[config.mk]
export PLATFORM = sky130hd
export DESIGN_NAME = ihb_top
export DESIGN_NICKNAME = d
export VERILOG_FILES = /design/src/hw/ihb_pkg.sv /design/src/hw/ihb_bind_if.sv /design/src/hw/ihb_gate.sv /design/src/hw/ihb_top.sv
export SDC_FILE = /design/constraint.sdc
export NUM_CORES = 1
export LEC_CHECK = 0
export ABC_AREA = 1
export BUFFER_PORTS_ARGS = -buffer_cell sky130_fd_sc_hd__clkbuf_2
export CORE_MARGIN = 2
export CORE_UTILIZATION = 45
export CTS_BUF_LIST = sky130_fd_sc_hd__clkbuf_16
export CTS_CLUSTER_SIZE = 10
export DETAILED_ROUTE_END_ITERATION = 8
export PLACE_DENSITY = 0.8
export SYNTH_ARGS = -nofsm -noshare
export SYNTH_HDL_FRONTEND = slang
export SYNTH_SLANG_ARGS = --single-unit
[constraint.sdc]
create_clock -name ref_clk -period 1.31 [get_ports ref_clk]
set_input_delay 0.131 -clock ref_clk [delete_from_list [all_inputs] [get_ports ref_clk]]
set_output_delay 0.131 -clock ref_clk [all_outputs]
set_load 0.02 [all_outputs]
[src/hw/ihb_pkg.sv]
// Constants for the host IPv4 binding gate: register index, field positions,
// reset value and the bits that software may change.
// Assumes a 16-bit PHY register port with six-bit register indices.
package ihb_pkg;

    // ------------------------------------------------------------------
    // Register map
    // ------------------------------------------------------------------
    localparam int REG_AW = 6;
    localparam int REG_DW = 16;
    localparam logic [5:0] HBC_LO_IDX = 6'h2A;
    localparam logic [5:0] HBC_HI_IDX = 6'h2B;
    localparam logic [31:0] HBC_RESET = 32'h0000_0000;
    // Bits 11 and 13 are reserved and stay zero.
    localparam logic [31:0] HBC_WR_MASK = 32'hFFFF_D7FF;

    // ------------------------------------------------------------------
    // Field positions of the filters that can be bound
    // ------------------------------------------------------------------
    localparam int NUM_FILT = 32;
    localparam int TCP_LSB = 0;
    localparam int TCP_MSB = 10;
    localparam int UDP0_BIT = 12;
    localparam int EAP_BIT = 14;
    localparam int DNS_BIT = 15;
    localparam int FLEX_LSB = 16;
    localparam int FLEX_MSB = 27;
    localparam int RANGE_BIT = 28;
    localparam int ICMP_BIT = 29;
    localparam int ARP_BIT = 30;
    localparam int RMCP_BIT = 31;

endpackage

[src/hw/ihb_bind_if.sv]
// Carries the live binding vector from the register file to the gate.
// Assumes both ends sit on the same clock.
`timescale 1ns/10ps
interface ihb_bind_if;
    logic [31:0] bind_vec;

    modport src (
        output bind_vec
    );
    modport snk (
        input bind_vec
    );
endinterface

[src/hw/ihb_gate.sv]
// Per-filter gate: a filter hit passes unless its binding bit is set and
// the packet misses the host IPv4 address filters.
// Assumes filter hits and the address match arrive together with pkt_valid.
`timescale 1ns/10ps
module ihb_gate #(
    parameter int NF = ihb_pkg::NUM_FILT
) (
    // Clock and reset
    input wire logic ref_clk,
    input wire logic nrst,
    // Binding vector
    ihb_bind_if.snk bnd,
    // Packet decision inputs
    input wire logic pkt_valid,
    input wire logic [NF-1:0] filt_hit,
    input wire logic host_ipv4_hit,
    // Gated decision
    output logic [NF-1:0] pass_ff,
    output logic valid_ff
);

    // ------------------------------------------------------------------
    // Gate terms
    // ------------------------------------------------------------------
    wire [NF-1:0] nxt_pass;

    genvar g;
    generate
        for (g = 0; g < NF; g++) begin : g_bit
            // A clear bit leaves the filter to decide alone.
            assign nxt_pass[g] = pkt_valid & filt_hit[g] &
                (~bnd.bind_vec[g] | host_ipv4_hit);
        end
    endgenerate

    // ------------------------------------------------------------------
    // Decision register
    // ------------------------------------------------------------------
    always_ff @(posedge ref_clk or negedge nrst) begin
        if (!nrst) begin
            pass_ff <= '0;
            valid_ff <= 1'b0;
        end else begin
            pass_ff <= nxt_pass;
            valid_ff <= pkt_valid;
        end
    end

endmodule

[src/hw/ihb_top.sv]
// Host IPv4 binding gate: binding control register on the PHY register
// port and the gate that applies it to each receive filter decision.
// Assumes one 250 MHz clock; all inputs come from logic on that clock.
//
// Functional notes
// - Bits 0-10 bind TCP port filters 0-10 to a host IPv4 match.
// - Bit 12 binds the UDP port 0 filter to a host IPv4 match.
// - Bit 14 binds the EAP over UDP filter to a host IPv4 match.
// - Bit 15 binds the DNS filter to a host IPv4 match.
// - Bits 16-27 bind flexible port filters 0-11 in order.
// - Bit 28 binds the port-range filter to a host IPv4 match.
// - Bit 29 binds the ICMPv4 filter to a host IPv4 match.
// - Bit 30 binds ARP request and response filtering likewise.
// - Bit 31 binds the RMCP filter to a host IPv4 match.
`timescale 1ns/10ps
module ihb_top #(
    parameter int NF = ihb_pkg::NUM_FILT
) (
    // Clock and reset
    input wire logic ref_clk,
    input wire logic nrst,
    // PHY register port
    input wire logic [ihb_pkg::REG_AW-1:0] reg_addr,
    input wire logic reg_wr_en,
    input wire logic reg_rd_en,
    input wire logic [ihb_pkg::REG_DW-1:0] reg_wdata,
    output logic [ihb_pkg::REG_DW-1:0] reg_rdata_ff,
    output logic reg_rvalid_ff,
    // Receive filter decisions in
    input wire logic pkt_valid,
    input wire logic [NF-1:0] filt_hit,
    input wire logic host_ipv4_hit,
    // Gated decisions out
    output logic [NF-1:0] gate_pass,
    output logic gate_valid,
    output logic host_route
);

    // ------------------------------------------------------------------
    // Register decode
    // ------------------------------------------------------------------
    logic [31:0] hbc_ff;
    wire sel_lo = (reg_addr == ihb_pkg::HBC_LO_IDX);
    wire sel_hi = (reg_addr == ihb_pkg::HBC_HI_IDX);
    wire wr_lo = reg_wr_en & sel_lo;
    wire wr_hi = reg_wr_en & sel_hi;

    // Reserved positions keep their stored zero whatever is written.
    wire [31:0] wr_word = {reg_wdata, reg_wdata};
    wire [31:0] wr_bits = {{16{wr_hi}}, {16{wr_lo}}} & ihb_pkg::HBC_WR_MASK;
    wire [31:0] nxt_hbc = (hbc_ff & ~wr_bits) | (wr_word & wr_bits);

    // Unmapped indices read as zero.
    wire [15:0] nxt_rdata = sel_lo ? hbc_ff[15:0] :
                            sel_hi ? hbc_ff[31:16] : 16'h0000;

    // ------------------------------------------------------------------
    // Binding control register
    // ------------------------------------------------------------------
    always_ff @(posedge ref_clk or negedge nrst) begin
        if (!nrst) begin
            hbc_ff <= ihb_pkg::HBC_RESET;
        end else begin
            hbc_ff <= nxt_hbc;
        end
    end

    // ------------------------------------------------------------------
    // Read data
    // ------------------------------------------------------------------
    always_ff @(posedge ref_clk or negedge nrst) begin
        if (!nrst) begin
            reg_rdata_ff <= 16'h0000;
            reg_rvalid_ff <= 1'b0;
        end else begin
            reg_rvalid_ff <= reg_rd_en;
            if (reg_rd_en) begin
                reg_rdata_ff <= nxt_rdata;
            end
        end
    end

    // ------------------------------------------------------------------
    // Binding vector, one field group at a time
    // ------------------------------------------------------------------
    ihb_bind_if bnd ();

    wire [10:0] bind_tcp =
        hbc_ff[ihb_pkg::TCP_MSB:ihb_pkg::TCP_LSB];
    wire bind_udp_port_filter_zero = hbc_ff[ihb_pkg::UDP0_BIT];
    wire bind_eap_over_udp_filter = hbc_ff[ihb_pkg::EAP_BIT];
    wire bind_name_service_filter = hbc_ff[ihb_pkg::DNS_BIT];
    wire [11:0] bind_flex =
        hbc_ff[ihb_pkg::FLEX_MSB:ihb_pkg::FLEX_LSB];
    wire bind_port_range_filter = hbc_ff[ihb_pkg::RANGE_BIT];
    wire bind_icmp = hbc_ff[ihb_pkg::ICMP_BIT];
    wire bind_arp = hbc_ff[ihb_pkg::ARP_BIT];
    wire bind_rmcp = hbc_ff[ihb_pkg::RMCP_BIT];

    assign bnd.bind_vec = {bind_rmcp, bind_arp, bind_icmp,
                           bind_port_range_filter, bind_flex,
                           bind_name_service_filter, bind_eap_over_udp_filter,
                           1'b0, bind_udp_port_filter_zero, 1'b0, bind_tcp};

    // ------------------------------------------------------------------
    // Gate
    // ------------------------------------------------------------------
    logic [NF-1:0] pass_q;
    logic valid_q;

    ihb_gate #(
        .NF(NF)
    ) u_gate (
        .ref_clk(ref_clk),
        .nrst(nrst),
        .bnd(bnd.snk),
        .pkt_valid(pkt_valid),
        .filt_hit(filt_hit),
        .host_ipv4_hit(host_ipv4_hit),
        .pass_ff(pass_q),
        .valid_ff(valid_q)
    );

    assign gate_pass = pass_q;
    assign gate_valid = valid_q;
    // The packet goes to the host when any gated filter still passes.
    assign host_route = valid_q & (|pass_q);

endmodule

## Word-level counts from Yosys, hierarchy flattened

Index checks and enable logic that the tools add are counted.

- Register bits: 82
- Input port bits: 60
- Output and inout bits: 51
- Word-level logic and storage cells: 139

- Eq/ne operators: 2
- Muxes and demuxes: 2
- Bitwise operators: 129
- Reductions and logical operators: 1

Operators with widths:

| cell | number |
|---|---|
| AND 1 bit | 65 |
| AND 32 bit | 2 |
| two-way mux 16 bit | 2 |
| NOT 32 bit | 1 |
| OR 32 bit | 1 |
| OR reduction 32 bit | 1 |
| NOT 1 bit | 30 |
| OR 1 bit | 30 |
| == test 6 bit, second input constant | 2 |

## Longest topological paths before layout

- Word-level depth: 5
- Gate-level depth with buffers: 8
- Depth with buffers taken out: 7

## By module

A second synthesis with hierarchy kept.

- Cell total of the unflattened synthesis: 392
- Area, all modules: 3601.0 µm²

Modules (own cells, without submodules):

| module | times used | cells an instance | area each (µm²) | seq. area each (µm²) |
|---|---|---|---|---|
| ihb_top | 1 | 288 | 2319.7 | 1176.1 |
| ihb_gate | 1 | 104 | 1281.2 | 825.8 |

## Worst setup path before layout

Ideal clock, no wire load.

- Kind: reg-to-output
- Start point: register u_gate.pass_ff[31]
- End point: output host_route
- Data arrival time: 0.962 ns
- Data required time: 1.179 ns
- Path slack: 0.217 ns
- Cell stages (with the launch flop): 7
- Buffers on the path: 0
- Cell sequence: dfrtp_1 -> nor2_1 -> nand2_1 -> nor2_1 -> nand2_1 -> nor2_1 -> nor2_1

- Word-level cells in the longest chain between the ends: 2

Ends and longest elaborated chain:

| what | line | source |
|---|---|---|
| from (decl) | ihb_gate.sv:18 | `output logic [NF-1:0] pass_ff,` |
| from (signal assigned) | ihb_gate.sv:44 | `pass_ff <= nxt_pass;` |
| OR reduction 32 bit | ihb_top.sv:127 | `assign host_route = valid_q & (\|pass_q);` |
| AND 1 bit | ihb_top.sv:127 |  |
| to (decl) | ihb_top.sv:36 | `output logic host_route` |

No other way between the ends.

## Worst setup path after layout

- Start point: register u_gate.pass_ff[20]
- End point: output host_route

Same word-level chain as after synthesis.

==> summary.md <==
| Metric | Value |
|---|---|
| Register area share after synthesis | approximately three fifths |
| Multi-input logic area | around 1300 sq um |
| Crit path DAT | 1410 ps |
| Critical Path Start Type | flip-flop |
| Clk Tree Root Cell | clkbuf_16 |
| Clk pin slew, worst setup/hold paths | ~60 ps |
| Pleak | between 2 and 3 nW |
| CP Launch Point | u_gate.pass_ff[20] |
| Diode count | 0 |
| Worst-path cell chain | nor2_1, nand2_1, nor2_2, nand2_1, nor2_1, nor2_1, buf_4 |
| Row cnt | 31 |
| Worst Tran Pin Value | 480.9 ps |
| YS warnings | 0 |
| Setup violations, final | 1 |
| Hold WC Path Type | input pin to flip-flop |
| Power Density | about 1400 nW/um^2 |
| Status | complete, but fails checks |
| Area of the mapped netlist | around 3400 sq um |
| Cells after synthesis | just under 400 |
| R2R depth | 4 |
| Drt first-iter violations | around 270 |
| Final setup skew | between 7 and 8 ps |
| Post-DP HPWL | around 6700 microns |
| Yosys top cell by area | dfrtp_1 |
| Worst-skew pair later-pin latency | 330 ps |
| GRT Total Usage | a little under a quarter |
| Drt pass-1 iters | 4 |
| Layout cells sized above 1 | about 31% |
| Sinks on Clock Net | 80 |
| I/O Pins | around 110 |
| CTS Buffer Depth | 2 |
| Normalized max-slew margin | 67.91% |
| Die ar. | about 8400 sq um |
| Final worst slack | -227.1 ps |
| CP endpoint kind | output port |
| Port Buf Inserts | 110 |
| Max H-tree Level | 3 |
| Num CTS Buffers | 9 |
| P&R area growth vs syn | 31.23% |
| DRC violations left | 0 |
| Ranking of synthesized cells by area | dfrtp_1 58%, nand2_1 16%, a21oi_1 4.4% |
| Max-cap violations | 0 |
| Max-slew violations | 0 |
| Period utilization | 117.3% |
| #FFs+latches synth | 80 |
| F_max | around 650 MHz |
| Hold_sp | filt_hit[28] |
| Register Area | ~2000 sq um |
| Die Ht | between 90 and 100 microns |
| RSZ-0062 raised after global routing | yes |
| Most used cell, CP | nor2_1 |
| R2R setup slack | approximately 490 ps |
| Layout net count | 570 |
| Via count | a little over 3000 |
| Largest net degree at the start of global routing | 31 |
| Antenna violations before repair | 0 |
| Final core occ | about three fifths |
| Final WL | just over 9000 microns |
| Peak VDD IR | between 0.7 and 0.8 mV |
| Distinct cells, synth | 22 |
| Number of global-route vias before repair | just over 3000 |
| Core area | roughly 7300 sq um |
| End point of the critical path | host_route |
| Hold Vio Cnt, Final | 0 |
| Syn Nets | ~450 |
| Yosys top cell area share | about three fifths |
| Worst path max stage delay | 390 ps |
| CP max-delay cell | dfrtp_1 |
| CP Max Fanout | 2 |
| Placer Congestion | slightly below 0.9 |
| Fill cells | 607 |
| Failing checks | negative setup slack |
| TritonCTS clock tree | yes |
| Total gr overflow | 0 |
| Avg WL per Cell | between 10 and 15 microns |
| Vias per cell | around 5 |
| R2r endpoint | reg_rdata_ff[15] |
| Min Clock Period, post-route | 1537 ps |
| Initial Utilization | between 40% and 50% |
| Post-DRT Antenna Nets | 0 |
| CP Data Required Time | 1180 ps |
| Synth Area per Inst | 8.813 sq um |
| DIE WIDTH | ~90 microns |
| Total negative slack | -227.1 ps |
| First-pass GRT wire length | around 15000 microns |
| Setup CP Type | flip-flop to output port |
-- Yosys cell counts --
cell type    n
nand2_1    149
dfrtp_1     80
a21oi_1     30
nand3_1     28
inv_1       22
nor2_1      22
o21ai_0     14
o21ai_2     14
clkbuf_1     8
buf_2        4
o21ai_1      4
buf_6        3
inv_2        2
nand2_2      2
nor2_8       2
buf_1        1
buf_4        1
buf_8        1
nand2_4      1
nand3_4      1
nor2_2       1
nor2_4       1
-- worst min-delay path by stage --
stage / endpoint / cells past startpoint
detailed placement: async pin / 1
finish: u_gate.pass_ff[28] / 3
global route: u_gate.pass_ff[7] / 3
floorplan: async pin / 0
CTS: u_gate.pass_ff[30] / 3
global placement: async pin / 1
-- cell families (layout without fill, tap and decap cells) --
family	after synthesis	after routing	share of synthesized area, %
flops	80	80	58.10
buf+inv	42	164	5.810
simple gates	207	207	25.56
compound gates	62	62	10.53
-- routing by layer --
| layer | vias to the layer above | track usage [%] | part of all wire (%) |
|---|---|---|---|
| met3 | 19 | 6.639 | 7.8 |
| met1 | 1432 | 29.59 | 41 |
| li1 | 1478 | - | - |
| met2 | 130 | 37.75 | 49 |
| met4 | 0 | 8.965 | 2.3 |
| met5 | - | 0 | 0 |
-- critical path: cells and delay by family (launching register included) --
| family | cells | cell delay, ps |
|---|---|---|
| DFF | 1 | 390 |
| and+or+nand+nor | 6 | 540 |
| buffers and inverters | 1 | 150 |
-- power breakdown --
group | switching [mW] | leakage [nW] | internal [mW] | total (mW)
sequential | 0.156 | 1.06 | 2.65 | 2.81
combinational | 0.426 | 1.37 | 0.261 | 0.687
clock | 0.913 | 0.163 | 1.83 | 2.74
total | 1.49 | 2.59 | 4.74 | 6.24
-- stage by stage --
step           setup WS [ps]  instance area (sq um)  hold WS (ps)  power (mW)  instances
3_5_place_dp           88.13                   4118         90.53       3.509        591
2_1_floorplan          217.3                   3446        -164.6       3.154        391
6_report              -227.1                   4522         8.065       6.235        612
4_1_cts               -247.4                   4517        0.2620       6.273        612
5_1_grt               -310.4                   4522         3.799       6.481        612
3_3_place_gp           111.6                   4118         87.24       3.484        591
-- placed cells by master, fill, tap and decap left out, types with 4 or more instances in the layout --
cell type,synthesis,final
clkbuf_16,0,9
buf_4,1,8
nand2_1,149,149
clkbuf_2,0,108
o21ai_2,14,14
o21ai_1,4,4
nor2_1,22,19
nand3_1,28,28
dlygate4sd3_1,0,7
dfrtp_1,80,80
o21ai_0,14,14
inv_1,22,23
nor2_2,1,4
a21oi_1,30,30
-- area by class of cell --
type | instances | share of cell area [%]
clock buffers | 9 | 4.981
clock inverters | 5 | 2.186
inverters | 24 | 1.992
multi-input cells | 269 | 27.67
flip-flops and latches | 80 | 44.27
well taps | 99 | 2.739
repair buffers | 126 | 16.16
-- repair_timing --
item,4_1_cts,5_1_grt
buffers inserted,0,0
hold buffers,7,0
setup endpoints to repair,1,1
endpoints found under the hold margin,34,0
gates resized for setup,2,3
pin swaps,4,4
Note: power is estimated with default switching activity, not from simulation.
